[src/drt_pkg.sv]
// Shared constants and types of the D-PHY re-timer control block
package drt_pkg;

	// ****************************************************************
	// Register indices; byte address is four times the index
	// ****************************************************************
	localparam logic [7:0] IDX_HS_CTRL = 8'h0E;
	localparam logic [7:0] IDX_TO_LOW = 8'h10;
	localparam logic [7:0] IDX_TO_HIGH = 8'h11;
	localparam logic [7:0] IDX_STATUS = 8'h12;
	localparam logic [7:0] IDX_COUNT = 8'h13;

	// ****************************************************************
	// Bus constants
	// ****************************************************************
	localparam int ADDR_W = 8;
	localparam logic [1:0] RESP_OKAY = 2'h0;
	localparam logic [1:0] RESP_DECERR = 2'h3;

	// ****************************************************************
	// Field positions and reset values
	// ****************************************************************
	localparam int SWING_LSB = 4;
	localparam int PRE_LSB = 0;
	localparam int ST_BUSY_BIT = 0;
	localparam int ST_REV_BIT = 1;
	localparam int ST_TMO_BIT = 2;
	localparam logic [7:0] HS_CTRL_RESET = 8'h00;
	localparam logic [7:0] TO_RESET = 8'hFF;
	localparam logic [1:0] CFG_SETTLE_CYC = 2'h3;

	// ****************************************************************
	// Field codes and sampled pin levels
	// ****************************************************************
	localparam logic [1:0] SWING_180 = 2'h0;
	localparam logic [1:0] SWING_200 = 2'h1;
	localparam logic [1:0] SWING_220 = 2'h2;
	localparam logic [1:0] PRE_1P5 = 2'h0;
	localparam logic [1:0] PRE_0 = 2'h1;
	localparam logic [1:0] PRE_2P5 = 2'h2;
	localparam logic [1:0] LVL_LOW = 2'h0;
	localparam logic [1:0] LVL_MID = 2'h1;
	localparam logic [1:0] LVL_HIGH = 2'h2;

	// ****************************************************************
	// Synchroniser width and turnaround states
	// ****************************************************************
	localparam int SYNC_W = 13;

	typedef enum logic [1:0] {
		BTA_IDLE,
		BTA_WAIT,
		BTA_REV
	} drt_bta_t;

	// Pin level 3 counts as high
	function automatic logic [1:0] swing_from_pins(logic [1:0] c0,
			logic [1:0] c1);
		logic c0_hi;
		logic c1_hi;
		c0_hi = (c0 == LVL_HIGH) || (c0 == 2'h3);
		c1_hi = (c1 == LVL_HIGH) || (c1 == 2'h3);
		if (c0_hi || ((c0 == LVL_LOW) && c1_hi)) begin
			return SWING_220;
		end
		return SWING_200;
	endfunction : swing_from_pins

	function automatic logic [1:0] pre_from_pin(logic [1:0] c1);
		if ((c1 == LVL_HIGH) || (c1 == 2'h3)) begin
			return PRE_2P5;
		end
		return PRE_0;
	endfunction : pre_from_pin

endpackage : drt_pkg

[src/drt_sync.sv]
// Two-stage synchroniser for a vector of unrelated levels
module drt_sync #(
	parameter int WIDTH = 1
) (
	// Clock and reset
	input wire logic aclk,
	input wire logic aresetn,
	// Levels
	input wire logic [WIDTH-1:0] d,
	output logic [WIDTH-1:0] q
);

	typedef struct packed {
		logic [WIDTH-1:0] s1;
		logic [WIDTH-1:0] s2;
	} drt_sync_st_t;

	drt_sync_st_t s_r;
	drt_sync_st_t s_nxt;

	always_comb begin
		s_nxt.s1 = d;
		s_nxt.s2 = s_r.s1;
	end

	always_ff @(posedge aclk) begin
		if (!aresetn) begin
			s_r <= '0;
		end else begin
			s_r <= s_nxt;
		end
	end

	assign q = s_r.s2;

endmodule : drt_sync

[src/drt_top.sv]
// Register bank, turnaround timer and lane forwarding of the re-timer

// Operation
// - Swing field at bits 5:4: 00 180 mV, 01 200 mV, 1X 220 mV.
// - Swing field loads from both sampled config pins, then software may write.
// - Pre-emphasis field at bits 1:0: 00 1.5 dB, 01 0 dB, 1X 2.5 dB.
// - Pre-emphasis loads from config pin one: low/mid gives 01, high gives 1X.
// - Timeout low byte at index 0x10, read-write, resets to 0xFF.
// - Timeout high byte at index 0x11, read-write, resets to 0xFF.
// - Turnaround request detected while idle starts the timer from its configured value.
// - Timer stops once the far party acknowledges the turnaround.
// - Timer expiry before acknowledge abandons the turnaround.
// - Timer counts low-power transmit clock rising edges only.
// - Four data lanes and one clock lane are forwarded.
// - Only data lane 0 carries reverse back-channel traffic.
// - Reduced lane counts such as one or three lanes work.
// - Lane polarity is never inverted.
// - Camera use accepts any data lane assignment.
module drt_top (
	// Clock and reset
	input wire logic aclk,
	input wire logic aresetn,
	// AXI4-Lite write address and data
	input wire logic awvalid,
	output logic awready,
	input wire logic [drt_pkg::ADDR_W-1:0] awaddr,
	input wire logic [2:0] awprot,
	input wire logic wvalid,
	output logic wready,
	input wire logic [31:0] wdata,
	input wire logic [3:0] wstrb,
	// AXI4-Lite write response
	output logic bvalid,
	input wire logic bready,
	output logic [1:0] bresp,
	// AXI4-Lite read
	input wire logic arvalid,
	output logic arready,
	input wire logic [drt_pkg::ADDR_W-1:0] araddr,
	input wire logic [2:0] arprot,
	output logic rvalid,
	input wire logic rready,
	output logic [31:0] rdata,
	output logic [1:0] rresp,
	// Configuration pins, level codes
	input wire logic [1:0] config_pin_zero,
	input wire logic [1:0] config_pin_one,
	// Turnaround link signals
	input wire logic low_power_transmit_clock,
	input wire logic bta_request,
	input wire logic bta_acknowledge,
	// Source side lanes
	input wire logic [3:0] src_lane_in,
	input wire logic src_clk_lane_in,
	output logic src_lane0_out,
	output logic src_lane0_oe,
	// Sink side lanes
	output logic [3:0] snk_lane_out,
	output logic snk_lane0_oe,
	input wire logic snk_lane0_in,
	output logic snk_clk_lane_out,
	// Analog settings
	output logic [1:0] hs_swing_level,
	output logic [1:0] hs_preemphasis_level
);

	// ****************************************************************
	// State
	// ****************************************************************
	typedef struct packed {
		logic awready;
		logic wready;
		logic aw_held;
		logic [drt_pkg::ADDR_W-1:0] aw_addr;
		logic w_held;
		logic [7:0] w_data;
		logic w_strb0;
		logic bvalid;
		logic [1:0] bresp;
		logic arready;
		logic rvalid;
		logic [31:0] rdata;
		logic [1:0] rresp;
		logic [1:0] swing;
		logic [1:0] pre;
		logic [7:0] to_lo;
		logic [7:0] to_hi;
		logic [1:0] cfg_cnt;
		logic cfg_done;
		drt_pkg::drt_bta_t st;
		logic [15:0] count;
		logic req_prev;
		logic lp_clk_prev;
		logic timeout_seen;
		logic [3:0] lanes;
		logic clk_lane;
		logic snk_oe;
		logic src_oe;
		logic src_out;
	} drt_state_t;

	drt_state_t s_r;
	drt_state_t s_nxt;

	// ****************************************************************
	// Pin synchronisers
	// ****************************************************************
	logic [drt_pkg::SYNC_W-1:0] pins_raw;
	logic [drt_pkg::SYNC_W-1:0] pins_q;
	logic [1:0] pin_zero_q;
	logic [1:0] pin_one_q;
	logic lp_clk_q;
	logic req_q;
	logic ack_q;
	logic [3:0] lanes_q;
	logic clk_lane_q;
	logic snk_l0_q;

	assign pins_raw = {config_pin_zero, config_pin_one,
		low_power_transmit_clock, bta_request, bta_acknowledge,
		src_lane_in, src_clk_lane_in, snk_lane0_in};

	drt_sync #(
		.WIDTH(drt_pkg::SYNC_W)
	) u_sync (
		.aclk(aclk),
		.aresetn(aresetn),
		.d(pins_raw),
		.q(pins_q)
	);

	assign {pin_zero_q, pin_one_q, lp_clk_q, req_q, ack_q, lanes_q,
		clk_lane_q, snk_l0_q} = pins_q;

	// ****************************************************************
	// Next state
	// ****************************************************************
	logic do_wr;
	logic do_rd;
	logic req_rise;
	logic lp_clk_edge;
	logic tmo_set;
	logic [5:0] wr_idx;
	logic [5:0] rd_idx;

	always_comb begin
		s_nxt = s_r;
		tmo_set = 1'b0;
		req_rise = req_q && !s_r.req_prev;
		lp_clk_edge = lp_clk_q && !s_r.lp_clk_prev;
		wr_idx = s_r.aw_addr[drt_pkg::ADDR_W-1:2];
		rd_idx = araddr[drt_pkg::ADDR_W-1:2];
		do_wr = s_r.aw_held && s_r.w_held && !s_r.bvalid;
		do_rd = arvalid && s_r.arready;

		// Write channels, taken in either order
		if (awvalid && s_r.awready) begin
			s_nxt.aw_held = 1'b1;
			s_nxt.aw_addr = awaddr;
		end
		if (wvalid && s_r.wready) begin
			s_nxt.w_held = 1'b1;
			s_nxt.w_data = wdata[7:0];
			s_nxt.w_strb0 = wstrb[0];
		end
		if (s_r.bvalid && bready) begin
			s_nxt.bvalid = 1'b0;
		end
		if (do_wr) begin
			s_nxt.aw_held = 1'b0;
			s_nxt.w_held = 1'b0;
			s_nxt.bvalid = 1'b1;
			s_nxt.bresp = drt_pkg::RESP_OKAY;
			unique case (wr_idx)
				drt_pkg::IDX_HS_CTRL[5:0]: begin
					if (s_r.w_strb0) begin
						s_nxt.swing = s_r.w_data[drt_pkg::SWING_LSB+:2];
						s_nxt.pre = s_r.w_data[drt_pkg::PRE_LSB+:2];
					end
				end
				drt_pkg::IDX_TO_LOW[5:0]: begin
					if (s_r.w_strb0) begin
						s_nxt.to_lo = s_r.w_data;
					end
				end
				drt_pkg::IDX_TO_HIGH[5:0]: begin
					if (s_r.w_strb0) begin
						s_nxt.to_hi = s_r.w_data;
					end
				end
				drt_pkg::IDX_STATUS[5:0]: begin
					if (s_r.w_strb0 && s_r.w_data[drt_pkg::ST_TMO_BIT]) begin
						s_nxt.timeout_seen = 1'b0;
					end
				end
				drt_pkg::IDX_COUNT[5:0]: begin
				end
				default: begin
					s_nxt.bresp = drt_pkg::RESP_DECERR;
				end
			endcase
		end
		s_nxt.awready = !s_nxt.aw_held && !s_nxt.bvalid;
		s_nxt.wready = !s_nxt.w_held && !s_nxt.bvalid;

		// Read channel
		if (s_r.rvalid && rready) begin
			s_nxt.rvalid = 1'b0;
		end
		if (do_rd) begin
			s_nxt.rvalid = 1'b1;
			s_nxt.rresp = drt_pkg::RESP_OKAY;
			s_nxt.rdata = 32'h0000_0000;
			unique case (rd_idx)
				drt_pkg::IDX_HS_CTRL[5:0]: begin
					s_nxt.rdata[drt_pkg::SWING_LSB+:2] = s_r.swing;
					s_nxt.rdata[drt_pkg::PRE_LSB+:2] = s_r.pre;
				end
				drt_pkg::IDX_TO_LOW[5:0]: begin
					s_nxt.rdata[7:0] = s_r.to_lo;
				end
				drt_pkg::IDX_TO_HIGH[5:0]: begin
					s_nxt.rdata[7:0] = s_r.to_hi;
				end
				drt_pkg::IDX_STATUS[5:0]: begin
					s_nxt.rdata[drt_pkg::ST_BUSY_BIT] =
						(s_r.st != drt_pkg::BTA_IDLE);
					s_nxt.rdata[drt_pkg::ST_REV_BIT] =
						(s_r.st == drt_pkg::BTA_REV);
					s_nxt.rdata[drt_pkg::ST_TMO_BIT] = s_r.timeout_seen;
				end
				drt_pkg::IDX_COUNT[5:0]: begin
					s_nxt.rdata[15:0] = s_r.count;
				end
				default: begin
					s_nxt.rresp = drt_pkg::RESP_DECERR;
				end
			endcase
		end
		s_nxt.arready = !s_nxt.rvalid;

		// Strap capture once the synchronisers hold settled pin levels
		if (!s_r.cfg_done) begin
			if (s_r.cfg_cnt == 2'h0) begin
				s_nxt.swing = drt_pkg::swing_from_pins(pin_zero_q,
					pin_one_q);
				s_nxt.pre = drt_pkg::pre_from_pin(pin_one_q);
				s_nxt.cfg_done = 1'b1;
			end else begin
				s_nxt.cfg_cnt = s_r.cfg_cnt - 2'h1;
			end
		end

		// Turnaround timer
		s_nxt.req_prev = req_q;
		s_nxt.lp_clk_prev = lp_clk_q;
		unique case (s_r.st)
			drt_pkg::BTA_IDLE: begin
				if (req_rise) begin
					s_nxt.count = {s_r.to_hi, s_r.to_lo};
					s_nxt.st = drt_pkg::BTA_WAIT;
				end
			end
			drt_pkg::BTA_WAIT: begin
				if (ack_q) begin
					s_nxt.st = drt_pkg::BTA_REV;
				end else if (lp_clk_edge) begin
					if (s_r.count == 16'h0000) begin
						s_nxt.st = drt_pkg::BTA_IDLE;
						tmo_set = 1'b1;
					end else begin
						s_nxt.count = s_r.count - 16'h0001;
					end
				end
			end
			drt_pkg::BTA_REV: begin
				if (!ack_q) begin
					s_nxt.st = drt_pkg::BTA_IDLE;
				end
			end
			default: begin
				s_nxt.st = drt_pkg::BTA_IDLE;
			end
		endcase
		if (tmo_set) begin
			s_nxt.timeout_seen = 1'b1;
		end

		// Lane forwarding, polarity kept, lane 0 may turn round
		s_nxt.lanes = lanes_q;
		s_nxt.clk_lane = clk_lane_q;
		s_nxt.snk_oe = (s_nxt.st == drt_pkg::BTA_IDLE);
		s_nxt.src_oe = (s_nxt.st == drt_pkg::BTA_REV);
		s_nxt.src_out = snk_l0_q;
	end

	// ****************************************************************
	// Registers
	// ****************************************************************
	always_ff @(posedge aclk) begin
		if (!aresetn) begin
			s_r <= '0;
			s_r.swing <= drt_pkg::HS_CTRL_RESET[drt_pkg::SWING_LSB+:2];
			s_r.pre <= drt_pkg::HS_CTRL_RESET[drt_pkg::PRE_LSB+:2];
			s_r.to_lo <= drt_pkg::TO_RESET;
			s_r.to_hi <= drt_pkg::TO_RESET;
			s_r.cfg_cnt <= drt_pkg::CFG_SETTLE_CYC;
			s_r.st <= drt_pkg::BTA_IDLE;
		end else begin
			s_r <= s_nxt;
		end
	end

	// ****************************************************************
	// Outputs
	// ****************************************************************
	assign awready = s_r.awready;
	assign wready = s_r.wready;
	assign bvalid = s_r.bvalid;
	assign bresp = s_r.bresp;
	assign arready = s_r.arready;
	assign rvalid = s_r.rvalid;
	assign rdata = s_r.rdata;
	assign rresp = s_r.rresp;
	assign src_lane0_out = s_r.src_out;
	assign src_lane0_oe = s_r.src_oe;
	assign snk_lane_out = s_r.lanes;
	assign snk_lane0_oe = s_r.snk_oe;
	assign snk_clk_lane_out = s_r.clk_lane;
	assign hs_swing_level = s_r.swing;
	assign hs_preemphasis_level = s_r.pre;

	// ****************************************************************
	// Checks
	// ****************************************************************
	logic hs_wr;
	logic cfg_load;

	assign hs_wr = do_wr && s_r.w_strb0 &&
		(wr_idx == drt_pkg::IDX_HS_CTRL[5:0]);
	assign cfg_load = !s_r.cfg_done && (s_r.cfg_cnt == 2'h0);
endmodule : drt_top

[config.mk]
export PLATFORM = sky130hd
export DESIGN_NAME = drt_top
export DESIGN_NICKNAME = d
export VERILOG_FILES = /design/src/drt_pkg.sv /design/src/drt_sync.sv /design/src/drt_top.sv
export SDC_FILE = /design/constraint.sdc
export NUM_CORES = 1
export LEC_CHECK = 0
export BUFFER_PORTS_ARGS = -buffer_cell sky130_fd_sc_hd__buf_2
export CAP_MARGIN = 20
export CELL_PAD_IN_SITES_DETAIL_PLACEMENT = 1
export CELL_PAD_IN_SITES_GLOBAL_PLACEMENT = 2
export CORE_MARGIN = 3
export CORE_UTILIZATION = 31
export DETAILED_ROUTE_END_ITERATION = 10
export GPL_TIMING_DRIVEN = 0
export PLACE_DENSITY = 0.78
export SLEW_MARGIN = 40
export SYNTH_ARGS = -nofsm -noshare
export SYNTH_HDL_FRONTEND = slang
export SYNTH_SLANG_ARGS = --single-unit
[constraint.sdc]
create_clock -name aclk -period 2.7 [get_ports aclk]
set_input_delay 0.27 -clock aclk [delete_from_list [all_inputs] [get_ports aclk]]
set_output_delay 0.27 -clock aclk [all_outputs]
set_load 0.01 [all_outputs]
Yosys cells after proc, flatten, opt, wreduce, memory -nomap -nowiden
Cells that the tools add are included.
{"block": "totals", "ff_bits": 122, "input_bits": 78, "out_inout_bits": 53}
{"block": "op_classes", "add_sub_neg": 2, "n_eq_ne": 21, "muxes": 54, "bitwise_logic": 2, "n_reduce_logical": 40}
{"op": "6-bit by 5-bit == test with 1-bit output, second input constant", "n": 8}
{"op": "8-bit 2-to-1 mux", "n": 5}
{"op": "18-bit 2-to-1 mux", "n": 2}
{"op": "35-bit 2-to-1 mux", "n": 1}
{"op": "16-bit 2-to-1 mux", "n": 2}
{"op": "16-bit case mux with 2 select lines", "n": 1}
{"op": "1-bit 2-to-1 mux", "n": 20}
{"op": "20-bit 2-to-1 mux", "n": 1}
{"op": "2-bit 2-to-1 mux", "n": 9}
{"op": "16-bit zero test", "n": 1}
{"op": "4-bit 2-to-1 mux", "n": 4}
{"op": "16-bit by 1-bit subtractor with 16-bit output, second input constant", "n": 1}
{"op": "1-bit logical AND", "n": 13}
{"op": "2-bit == test, second input constant", "n": 6}
{"op": "6-bit by 4-bit == test with 1-bit output, second input constant", "n": 2}
{"op": "2-bit case mux with 3 select lines", "n": 2}
{"op": "10-bit 2-to-1 mux", "n": 1}
{"op": "2-bit case mux with 5 select lines", "n": 1}
{"op": "2-bit nonzero test", "n": 5}
{"op": "5-bit OR reduction", "n": 2}
{"op": "9-bit 2-to-1 mux", "n": 1}
{"op": "3-bit AND reduction", "n": 3}
{"op": "2-bit zero test", "n": 4}
{"op": "2-bit inequality test, second input constant", "n": 4}
{"op": "11 further kinds", "n": 20}

Longest topological paths before layout
Gate-level depths: netlist (run 1).
{"block": "logic_depth", "ltp_word": 10, "mapped_depth": 9}

By module
Synthesis (run 1) repeated with hierarchy kept, for this count alone.
{"block": "hier_totals", "cells_unflattened": 550, "area_unflattened_um2": 5088.6}
{"module": "drt_top", "n_inst": 1, "cells_per_inst": 496, "area_each_um2": 4357.9}
{"module": "drt_sync", "n_inst": 1, "cells_per_inst": 54, "area_each_um2": 730.7}

Worst setup path after synthesis (run 1)
Ideal clock, no wire load.
{"block": "synth_timing", "path_type": "register -> register", "from": "reg s_r[11] (netlist bit)", "to": "reg s_r[25] (netlist bit)", "setup_time_ns": 0.116, "t_arrival_ns": 1.807, "required_ns": 2.584, "slack_ns": 0.777, "stages_incl_launch_ff": 8, "n_path_buf": 1, "path_cell_list": "dfxtp_1 inv_1 ha_1 clkbuf_1 nor3b_1 nand4_4 a22o_1 a31o_2"}
{"block": "synth_via", "elab_chain_len": 5, "word_cells_on_any_way": 8}
{"item": "from (decl)", "line": "drt_top.sv:102", "text": "drt_state_t s_r;"}
{"item": "from (signal assigned)", "line": "drt_top.sv:310", "text": "s_r <= s_nxt;"}
{"item": "16-bit by 1-bit subtractor with 16-bit output", "line": "drt_top.sv:272", "text": "s_nxt.count = s_r.count - 16'h0001;"}
{"item": "16-bit 2-to-1 mux", "line": "drt_top.sv:268", "text": "if (s_r.count == 16'h0000) begin"}
{"item": "18-bit 2-to-1 mux", "line": "drt_top.sv:267", "text": "end else if (lp_clk_edge) begin"}
{"item": "16-bit 2-to-1 mux", "line": "drt_top.sv:265", "text": "if (ack_q) begin"}
{"item": "16-bit case mux with 2 select lines", "line": "drt_top.sv:257", "text": "unique case (s_r.st)"}
Several ways; a longest one is shown, not always the timed one. The select of a mux whose other input is x is not followed.
A chain may end at the register's enable or synchronous reset.

Final worst setup path (run 1)
{"block": "layout_timing", "from": "reg s_r[12] (netlist bit)", "to": "reg s_r[24] (netlist bit)"}
The elaborated chain is that of the path after synthesis.

==> results of run 1 <==
[kinds of logic after synthesis]
group	Yosys count	synth area share, %
fa+ha+maj	2	0.497
xor+xnor	7	1.22
other cells	1	0.0745
buf+inv	86	10.1
flops	116	46.1
simple gates	208	21.7
compound gates	110	14.6
mux	26	5.74
[layer usage]
| layer | vias to the layer above | part of all wire (%) |
|---|---|---|
| li1 | 2091 | - |
| met1 | 2066 | 43 |
| met2 | 97 | 50 |
| met3 | 17 | 4.5 |
| met4 | 0 | 2.1 |
| met5 | - | 0 |
[through the flow]
stage	util [%]	setup WS, ps	instances	power (W)
after floorplan	-	777	571	0.00221
after global placement	36.8	430	855	0.00235
after detailed placement	36.8	354	855	0.00238
after CTS	41.0	303	887	0.00483
after global routing	41.0	133	887	0.00498
final	41.0	293	887	0.00477
[where the power goes]
group	switching, W	internal, W
Sequential	0.0000605	0.00179
Clock	0.000775	0.00166
Combinational	0.000272	0.000212
Total	0.00111	0.00367
[worst reg2reg max path, stage by stage (launching register included)]
cell and delay [ps]:
dfxtp_1 320, inv_1 120, ha_1 160, clkbuf_1 360, nor3b_1 400, nand4_4 190, a22oi_4 360, buf_6 200
o211ai_1 110, o31ai_1 110
[flip-flops by register name (all words and copies together), names as in the netlist]
register,cells
arready,1
bresp,1
hs_preemphasis_level,2
rvalid,1
u_sync.q,12
src_lane0_oe,1
bvalid,1
awready,1
snk_clk_lane_out,1
s_r,57
rdata,16
src_lane0_out,1
wready,1
snk_lane_out,4
hs_swing_level,2
snk_lane0_oe,1
rresp,1
u_sync.s_nxt,12
[path summary, 6_finish.rpt]
path / start / endpoint / slack [ps] / cells past startpoint
setup / recovery: s_r[12]$_SDFFE_PN0P_ / s_r[24]$_SDFFE_PN0P_ / 290 / 9
hold / removal: low_power_transmit_clock / u_sync.s_nxt[8]$_SDFF_PN0_ / 60 / 2
setup reg to reg: s_r[12]$_SDFFE_PN0P_ / s_r[24]$_SDFFE_PN0P_ / 290 / 9
hold reg to reg: u_sync.s_nxt[6]$_SDFF_PN0_ / u_sync.q[6]$_SDFF_PN0_ / 430 / 1
[final cells by class]
cell class	instances	area, um2	share of cell area [%]
flip-flops and latches	116	2320	36.5
inverters	12	45.0	0.707
multi-input cells	369	2260	35.6
clock inverters	9	148	2.32
well taps	211	264	4.14
plain buffers	74	463	7.27
repair buffers	73	365	5.74
clock buffers	23	498	7.82
[placed cells by master, fill, tap and decap left out, types with 21 or more instances in the layout]
cell	instances
and2_1	35
buf_4	44
nor2_1	42
clkbuf_1	23
buf_2	75
dfxtp_1	116
mux2i_1	21
a21oi_1	40
nand2_1	69
==> results.toml, run 1 <==
[setup_path]
critPathSlowestCell = "nor3b_1"
end_kind = "flip-flop"
path_class = "reg -> reg"
critPathTopFamily = "buffers and inverters"
crit_arrival_ps = 2720
cp_cell_sequence = "inv_1, ha_1, clkbuf_1, nor3b_1, nand4_4, a22oi_4, buf_6, o211ai_1, o31ai_1"
crit_buf_inv = 3
critical_path.max_fanout = 10
critPathLaunchType = "flip-flop"
slowest_delay_ps = 390
crit_required_ps = 3010

[drt]
num_vias = 4271
routed_via_density = 4.82
detail-route-antenna-nets = 0
drt_pre_antenna_iters = 4
avgRoutedWirePerCell_um = 16.5
drc_errors = 0
dr.first_iter.drc_count = 155
drt_wl_total_mm = 14.6

[worst_hold_path]
min_path_type = "in -> reg"

[clock_network]
clk_path_buf_depth = 2
cts_buffers = 17
holdBufCountCts = 0
clk_pin_slew_ps = 50
htreeDepth = 4
cts_tree = "done"
post_cts_resized = 0
cts_setup_buffers = 0
cts.sinks = 116
cts_root_buf = "clkbuf_16"
worstSkewPairLatency_ps = 410

[synth]
synth.most_common_cell = "dfxtp_1"
synth_top_cell_by_area = "dfxtp_1"
seq_area_frac_synth_pct = 46.1
synthTopCellsByArea = "dfxtp_1 46%, buf_4 6.6%, nand2_1 5.1%"
syn_avg_cell_area_um2 = 9.05
synth-edff-count = 0
synth_cell_types = 61
yosysTopAreaCellShare_pct = 46.1
netlist_area_um2 = 5030
yosys_warnings = 0
synth_cells = 556
async_flop_share_pct = 0
synth_ff_type = "dfxtp_1"
ys_ff_latch = 116
synthTopCellsByCount = "116 x dfxtp_1, 69 x nand2_1, 44 x buf_4, 42 x nor2_1, 40 x a21oi_1"

[power]
max-vdd-ir-drop_uv = 401
power_density_nw_per_um2 = 749
leakage_nw = 2.70

[sta]
period_share_pct = 89.1
skew_ps = 6.22
finalSetupViolCount = 0
setup_tns_ps = 0
worst_pin_slew_ps = 739
grt_setup_unrepaired = "no"
fmax_mhz = 415
fin_hold_ws_ps = 61.4
slew_violations = 0
max_slew_margin_pct = 50.7
fin_crit_ps = 2410
hold_viol = 0

[place]
dp_hpwl_mm = 11.0
gp_congestion = 0.832
placed_cell_area_um2 = 5720
port-buffer-count = 73

[floorplan]
design.die.area_um2 = 17800
ios = 131
core_area_um2 = 15500
initial_utilization_pct = 32.4
rows = 45
die_x_um = 133
fp.dieH_um = 133

[global_route]
met3_usage_pct = 3.97
grt_util_all_layers_pct = 17.0
grt_antenna_before_repair = 0
grt_max_degree = 17
busiest_layer = "met2"
met2_usage_pct = 29.9
grt_pass1_wl_mm = 23.5
overflow = 0
met1_usage_pct = 20.0
grt_pass1_vias = 4551

[layout]
fill_cells = 1857
finalNetCount = 743
final_area_um2 = 6370
n_antenna_cell = 0
syn_to_final_growth_pct = 26.6
drive_above_1_share_pct = 25.3

[flow_run]
cap_violations = 0

[status]
outcome = "completed"
(Power assumes the default switching activity.)
==> run 2, diff against run 1 <==
--- a/config.mk
+++ b/config.mk
@@ -13,8 +13,9 @@
 export CORE_UTILIZATION = 31
 export DETAILED_ROUTE_END_ITERATION = 10
 export GPL_TIMING_DRIVEN = 0
-export PLACE_DENSITY = 0.78
+export PLACE_DENSITY = 0.77
 export SLEW_MARGIN = 40
 export SYNTH_ARGS = -nofsm -noshare
 export SYNTH_HDL_FRONTEND = slang
+export SYNTH_HIERARCHICAL = 1
 export SYNTH_SLANG_ARGS = --single-unit
==> run 2 against run 1 <==
  * Wire length is 2.1% lower
  * Critical endpoint is now s_r[19]$_SDFFE_PN0P_
  * Non-clock buffer count is 1 higher
  * Count of clock-buffer cells in the layout is 5 lower
  * Sequential cell count stayed put
  * Clock power is 3% lower
  * Via count is 0.89% lower
  * Sequential share of layout area is 0.050 points higher
  * Combinational power is 8.3% higher
  * Area after synthesis hardly changed
  * Largest cell class unchanged
  * First-iteration DRC count is 30% higher
  * Clock skew is 1.1 ps higher
==> results.toml, run 2 <==
[global_route]
grt_util_all_layers_pct = 16.5
met3_usage_pct = 3.81
grt_antenna_before_repair = 0
met1_usage_pct = 20.7
overflow = 0
grt_max_degree = 17
grt_pass1_vias = 4395
busiest_layer = "met2"
grt_pass1_wl_mm = 23.1
met2_usage_pct = 28.4

[setup_path]
path_class = "reg -> reg"
crit_required_ps = 2990
critical_path.max_fanout = 10
r2r_end = "s_r[19]$_SDFFE_PN0P_"
crit_arrival_ps = 2810
startpoint = "s_r[11]$_SDFFE_PN0P_"
critPathLaunchType = "flip-flop"
end_kind = "flip-flop"
rr_startpoint = "s_r[11]$_SDFFE_PN0P_"
ff2ff_setup_slack_ps = 180
rr_worst_depth = 10

[clock_network]
htreeDepth = 4
cts_root_buf = "clkbuf_16"
clk_path_buf_depth = 2
cts.sinks = 116
worstSkewPairLatency_ps = 420
clk_pin_slew_ps = 60
cts_setup_buffers = 0
cts_tree = "done"
holdBufCountCts = 0
post_cts_resized = 0
cts_buffers = 17

[layout]
regMostFlops = "s_r"
final_common_cell = "dfxtp_1"
largest_register_ffs = 57
post-route-util_pct = 40.9
n_antenna_cell = 0
finalNetCount = 733
multiInputGateArea_um2 = 2260
regArea_um2 = 2320
syn_to_final_growth_pct = 26.3
fill_cells = 1834
drive_above_1_share_pct = 30.0
final_cell_mix = "116 x dfxtp_1, 75 x buf_2, 69 x nand2_1"

[worst_hold_path]
min_path_type = "in -> reg"
holdPathStages = 2
hold_end = "u_sync/s_nxt[11]$_SDFF_PN0_"
min_from = "config_pin_zero[0]"

[synth]
yosys_warnings = 6
netlist_area_um2 = 5030
synth_cells = 546
syn_avg_cell_area_um2 = 9.22

[status]
outcome = "completed"

[drt]
drt_wl_total_mm = 14.3
num_vias = 4233
drt_pre_antenna_iters = 4
drc_errors = 0
routed_via_density = 4.83
detail-route-antenna-nets = 0
avgRoutedWirePerCell_um = 16.3
dr.first_iter.drc_count = 201

[sta]
fin_crit_ps = 2520
fin_hold_ws_ps = 65.8
hold_viol = 0
max_slew_margin_pct = 47.2
worst_pin_slew_ps = 792
slew_violations = 0
finalSetupViolCount = 0
skew_ps = 7.29
grt_setup_unrepaired = "no"
period_share_pct = 93.3
setup_tns_ps = 0
fmax_mhz = 397

[place]
port-buffer-count = 73
gp_congestion = 0.839
dp_hpwl_mm = 10.5

[flow_run]
cap_violations = 0

[floorplan]
die_x_um = 133
core_area_um2 = 15500
ios = 131
initial_utilization_pct = 32.4
fp.dieH_um = 133
design.die.area_um2 = 17800
rows = 45

[power]
power_density_nw_per_um2 = 746
max-vdd-ir-drop_uv = 440
leakage_nw = 2.70
total_power_w = 0.00475
[run 2: cell count changes in the layout (fill, tap and decap cells not counted), sizes merged, moves of 5 or more]
cell,delta
a311oi,+5
nor4,+6
o21ai,+6
a22oi,-6
clkbuf,-7
a211oi,-5
xor2,+6
a21oi,-6
[run 2: critical path: stages (launching register included)]
cell and delay [ps]:
dfxtp_1 350, inv_1 90, ha_1 180, or3b_1 340
buf_2 200, or3_1 410, o31a_1 310, buf_6 150
buf_6 150, o21ai_0 150, a31oi_1 70
[run 2: final cells by class]
class / count / area share (%)
buffer: 75 / 7.73
clock buffer: 18 / 6.90
clock inverter: 14 / 2.79
inverter: 11 / 0.649
multi-input combinational: 359 / 35.5
sequential: 116 / 36.5
tap: 211 / 4.15
timing repair buffer: 73 / 5.74
[run 2: worst max-delay path by stage]
stage | endpoint | cells past startpoint
2_1_floorplan | s_r[17]$_SDFFE_PN0P_ | 9
3_3_place_gp | src_lane0_oe$_SDFF_PN0_ | 6
3_5_place_dp | src_lane0_oe$_SDFF_PN0_ | 6
4_1_cts | s_r[19]$_SDFFE_PN0P_ | 10
5_1_grt | s_r[11]$_SDFFE_PN0P_ | 10
6_report | s_r[19]$_SDFFE_PN0P_ | 10
[run 2: layer usage]
| metal | up-vias | wire length, um |
|---|---|---|
| met3 | 17 | 514 |
| li1 | 2049 | - |
| met5 | - | 0 |
| met1 | 2080 | 6500 |
| met2 | 87 | 7120 |
| met4 | 0 | 204 |
[run 2: per-stage QoR]
step | setup slack [ps] | std cells | area [um2]
after floorplan | 430 | 561 | 5090
after detailed placement | 198 | 845 | 5740
after global routing | 44.3 | 877 | 6360
final | 182 | 877 | 6360
after global placement | 239 | 845 | 5720
after CTS | 203 | 877 | 6350
[run 2: where the power goes]
group / total, W / switching, W / internal, W
sequential: 0.00188 / 0.0000771 / 0.00180
clock: 0.00235 / 0.000863 / 0.00148
combinational: 0.000524 / 0.000288 / 0.000236
total: 0.00475 / 0.00123 / 0.00352
==> run 3, diff against run 2 <==
--- a/config.mk
+++ b/config.mk
@@ -10,10 +10,11 @@
 export CELL_PAD_IN_SITES_DETAIL_PLACEMENT = 1
 export CELL_PAD_IN_SITES_GLOBAL_PLACEMENT = 2
 export CORE_MARGIN = 3
-export CORE_UTILIZATION = 31
+export CORE_UTILIZATION = 33
+export CTS_BUF_LIST = sky130_fd_sc_hd__clkbuf_2
 export DETAILED_ROUTE_END_ITERATION = 10
 export GPL_TIMING_DRIVEN = 0
-export PLACE_DENSITY = 0.77
+export PLACE_DENSITY = 0.82
 export SLEW_MARGIN = 40
 export SYNTH_ARGS = -nofsm -noshare
 export SYNTH_HDL_FRONTEND = slang
==> run 3 against run 2 <==
  * Sequential share of layout area is 0.47 points lower
  * Clock power down 56%
  * Via count up 4.3%
  * Hold slack better by 25 ps
  * Sequential cell count unchanged
  * Critical endpoint is now s_r[12]$_SDFFE_PN0P_
==> results.toml, run 3 (synthesized netlist as in run 2, its figures left out) <==
[status]
outcome = "completed"

[global_route]
grt_pass1_wl_mm = 23.1
grt_max_degree = 17
overflow = 0
grt_antenna_before_repair = 0
grt_pass1_vias = 4548
grt_util_all_layers_pct = 17.8

[clock_network]
cts_setup_buffers = 0
worstSkewPairLatency_ps = 670
cts_tree = "done"
clk_path_buf_depth = 2
clk_pin_slew_ps = 170
cts_buffers = 17
cts.sinks = 116
cts_root_buf = "clkbuf_2"
htreeDepth = 4

[setup_path]
r2r_end = "s_r[12]$_SDFFE_PN0P_"
rr_startpoint = "s_r[11]$_SDFFE_PN0P_"
path_class = "reg -> reg"
critical_path.max_fanout = 10
ff2ff_setup_slack_ps = 180
cpMostUsedCell = "buf_6"
slowest_delay_ps = 420
critPathSlowestCell = "or3_1"
crit_required_ps = 3250
rr_worst_depth = 10
cp_cell_sequence = "inv_1, ha_1, or3b_1, buf_2, or3_1, o31a_1, buf_6, buf_6, nor2_1, a211oi_2"
end_kind = "flip-flop"
critPathLaunchType = "flip-flop"
critPathTopFamily = "simple AND/OR/NAND/NOR gates"
crit_buf_inv = 4
crit_arrival_ps = 3070

[power]
comb_power_share_pct = 16.7
max-vdd-ir-drop_uv = 253
netSwitchingFraction_pct = 29.2
pwr-share-seq_pct = 53.5
switchingPower_w = 0.00102
pwr-share-clk_pct = 29.8
power_density_nw_per_um2 = 543
internal_power_w = 0.00248
leakage_nw = 2.77
total_power_w = 0.00350

[layout]
regMostFlops = "s_r"
largest_register_ffs = 57
drive_above_1_share_pct = 27.2
final_common_cell = "dfxtp_1"
final_cell_mix = "116 x dfxtp_1, 75 x buf_2, 69 x nand2_1"
post-route-util_pct = 43.7
fill_cells = 1771
finalNetCount = 786
n_antenna_cell = 0
layout.cells.non_filler = 901
syn_to_final_growth_pct = 28.0

[sta]
fin_crit_ps = 2520
finalSetupViolCount = 0
max_slew_margin_pct = 43.6
fmax_mhz = 396
grt_setup_unrepaired = "no"
setup_ws_ps = 177
slew_violations = 0
hold_viol = 0
skew_ps = 22.2
setup_tns_ps = 0
period_share_pct = 93.5
worst_pin_slew_ps = 841

[floorplan]
initial_utilization_pct = 34.1
core_area_um2 = 14800
die_x_um = 130
rows = 44
fp.dieH_um = 130
design.die.area_um2 = 16800
ios = 131

[worst_hold_path]
holdPathStages = 4
min_path_type = "in -> reg"
hold_end = "s_r[91]$_SDFFE_PN0P_"
min_from = "wvalid"

[place]
port-buffer-count = 73
gp_congestion = 0.804
dp_hpwl_mm = 10.3
dpl_worst_slack_ps = 217
place_inst = 818

[drt]
drt_pre_antenna_iters = 4
routed_via_density = 4.90
drc_errors = 0
dr.first_iter.drc_count = 203
num_vias = 4415
drt_wl_total_mm = 14.4
detail-route-antenna-nets = 0
avgRoutedWirePerCell_um = 16.0

[flow_run]
cap_violations = 0
## run 3: final cells by class
type	count	area [um2]	share of cell area, %
clock buffer	17	85.1	1.32
buffer	75	492	7.63
multi-input combinational	359	2260	35.1
inverter	11	41.3	0.641
sequential	116	2320	36.0
timing repair buffer	126	896	13.9
clock inverter	13	119	1.84
tap	184	230	3.57
## run 3: worst max path at each step
stage	from	endpoint	cells past startpoint
after floorplan	s_r[11]$_SDFFE_PN0P_	s_r[17]$_SDFFE_PN0P_	9
after global routing	s_r[11]$_SDFFE_PN0P_	s_r[14]$_SDFFE_PN0P_	10
final	s_r[11]$_SDFFE_PN0P_	s_r[12]$_SDFFE_PN0P_	10
after global placement	s_r[11]$_SDFFE_PN0P_	s_r[20]$_SDFFE_PN0P_	9
after detailed placement	s_r[11]$_SDFFE_PN0P_	s_r[12]$_SDFFE_PN0P_	10
after CTS	s_r[11]$_SDFFE_PN0P_	s_r[12]$_SDFFE_PN0P_	10
## run 3: power groups by stage
stage	combinational, W	clock (W)	sequential [W]
3_5_place_dp	0.000526	0	0.00191
3_3_place_gp	0.000502	0	0.00191
6_report	0.000585	0.00104	0.00187
5_1_grt	0.000653	0.00117	0.00188
2_1_floorplan	0.000373	0	0.00188
4_1_cts	0.000585	0.00108	0.00187
## run 3: repair_timing
| item | 4_1_cts | 5_1_grt |
|---|---|---|
| setup endpoints to repair | 0 | 1 |
| hold buffers | 53 | 0 |
| hold endpoints to repair | 45 | 0 |
| resized for setup | 0 | 1 |
## run 3: layer usage
metal / GRT usage, % / vias up / routed length, um
li1: - / 2144 / -
met1: 21.9 / 2150 / 6410
met2: 30.8 / 103 / 7180
met3: 4.33 / 18 / 612
met4: 5.68 / 0 / 237
met5: 0 / - / 0
## run 3: through the flow
| stage | hold slack [ps] | cell area (um2) |
|---|---|---|
| after floorplan | 397 | 5090 |
| after global placement | 417 | 5690 |
| after detailed placement | 426 | 5700 |
| after CTS | 13.1 | 6440 |
| after global routing | 19.5 | 6440 |
| final | 90.4 | 6440 |
## run 3: worst reg2reg max path, stage by stage, from the launching register on
cell	delay, ps
dfxtp_1	380
inv_1	90
ha_1	170
or3b_1	340
buf_2	190
or3_1	420
o31a_1	310
buf_6	150
buf_6	150
nor2_1	130
a211oi_2	60
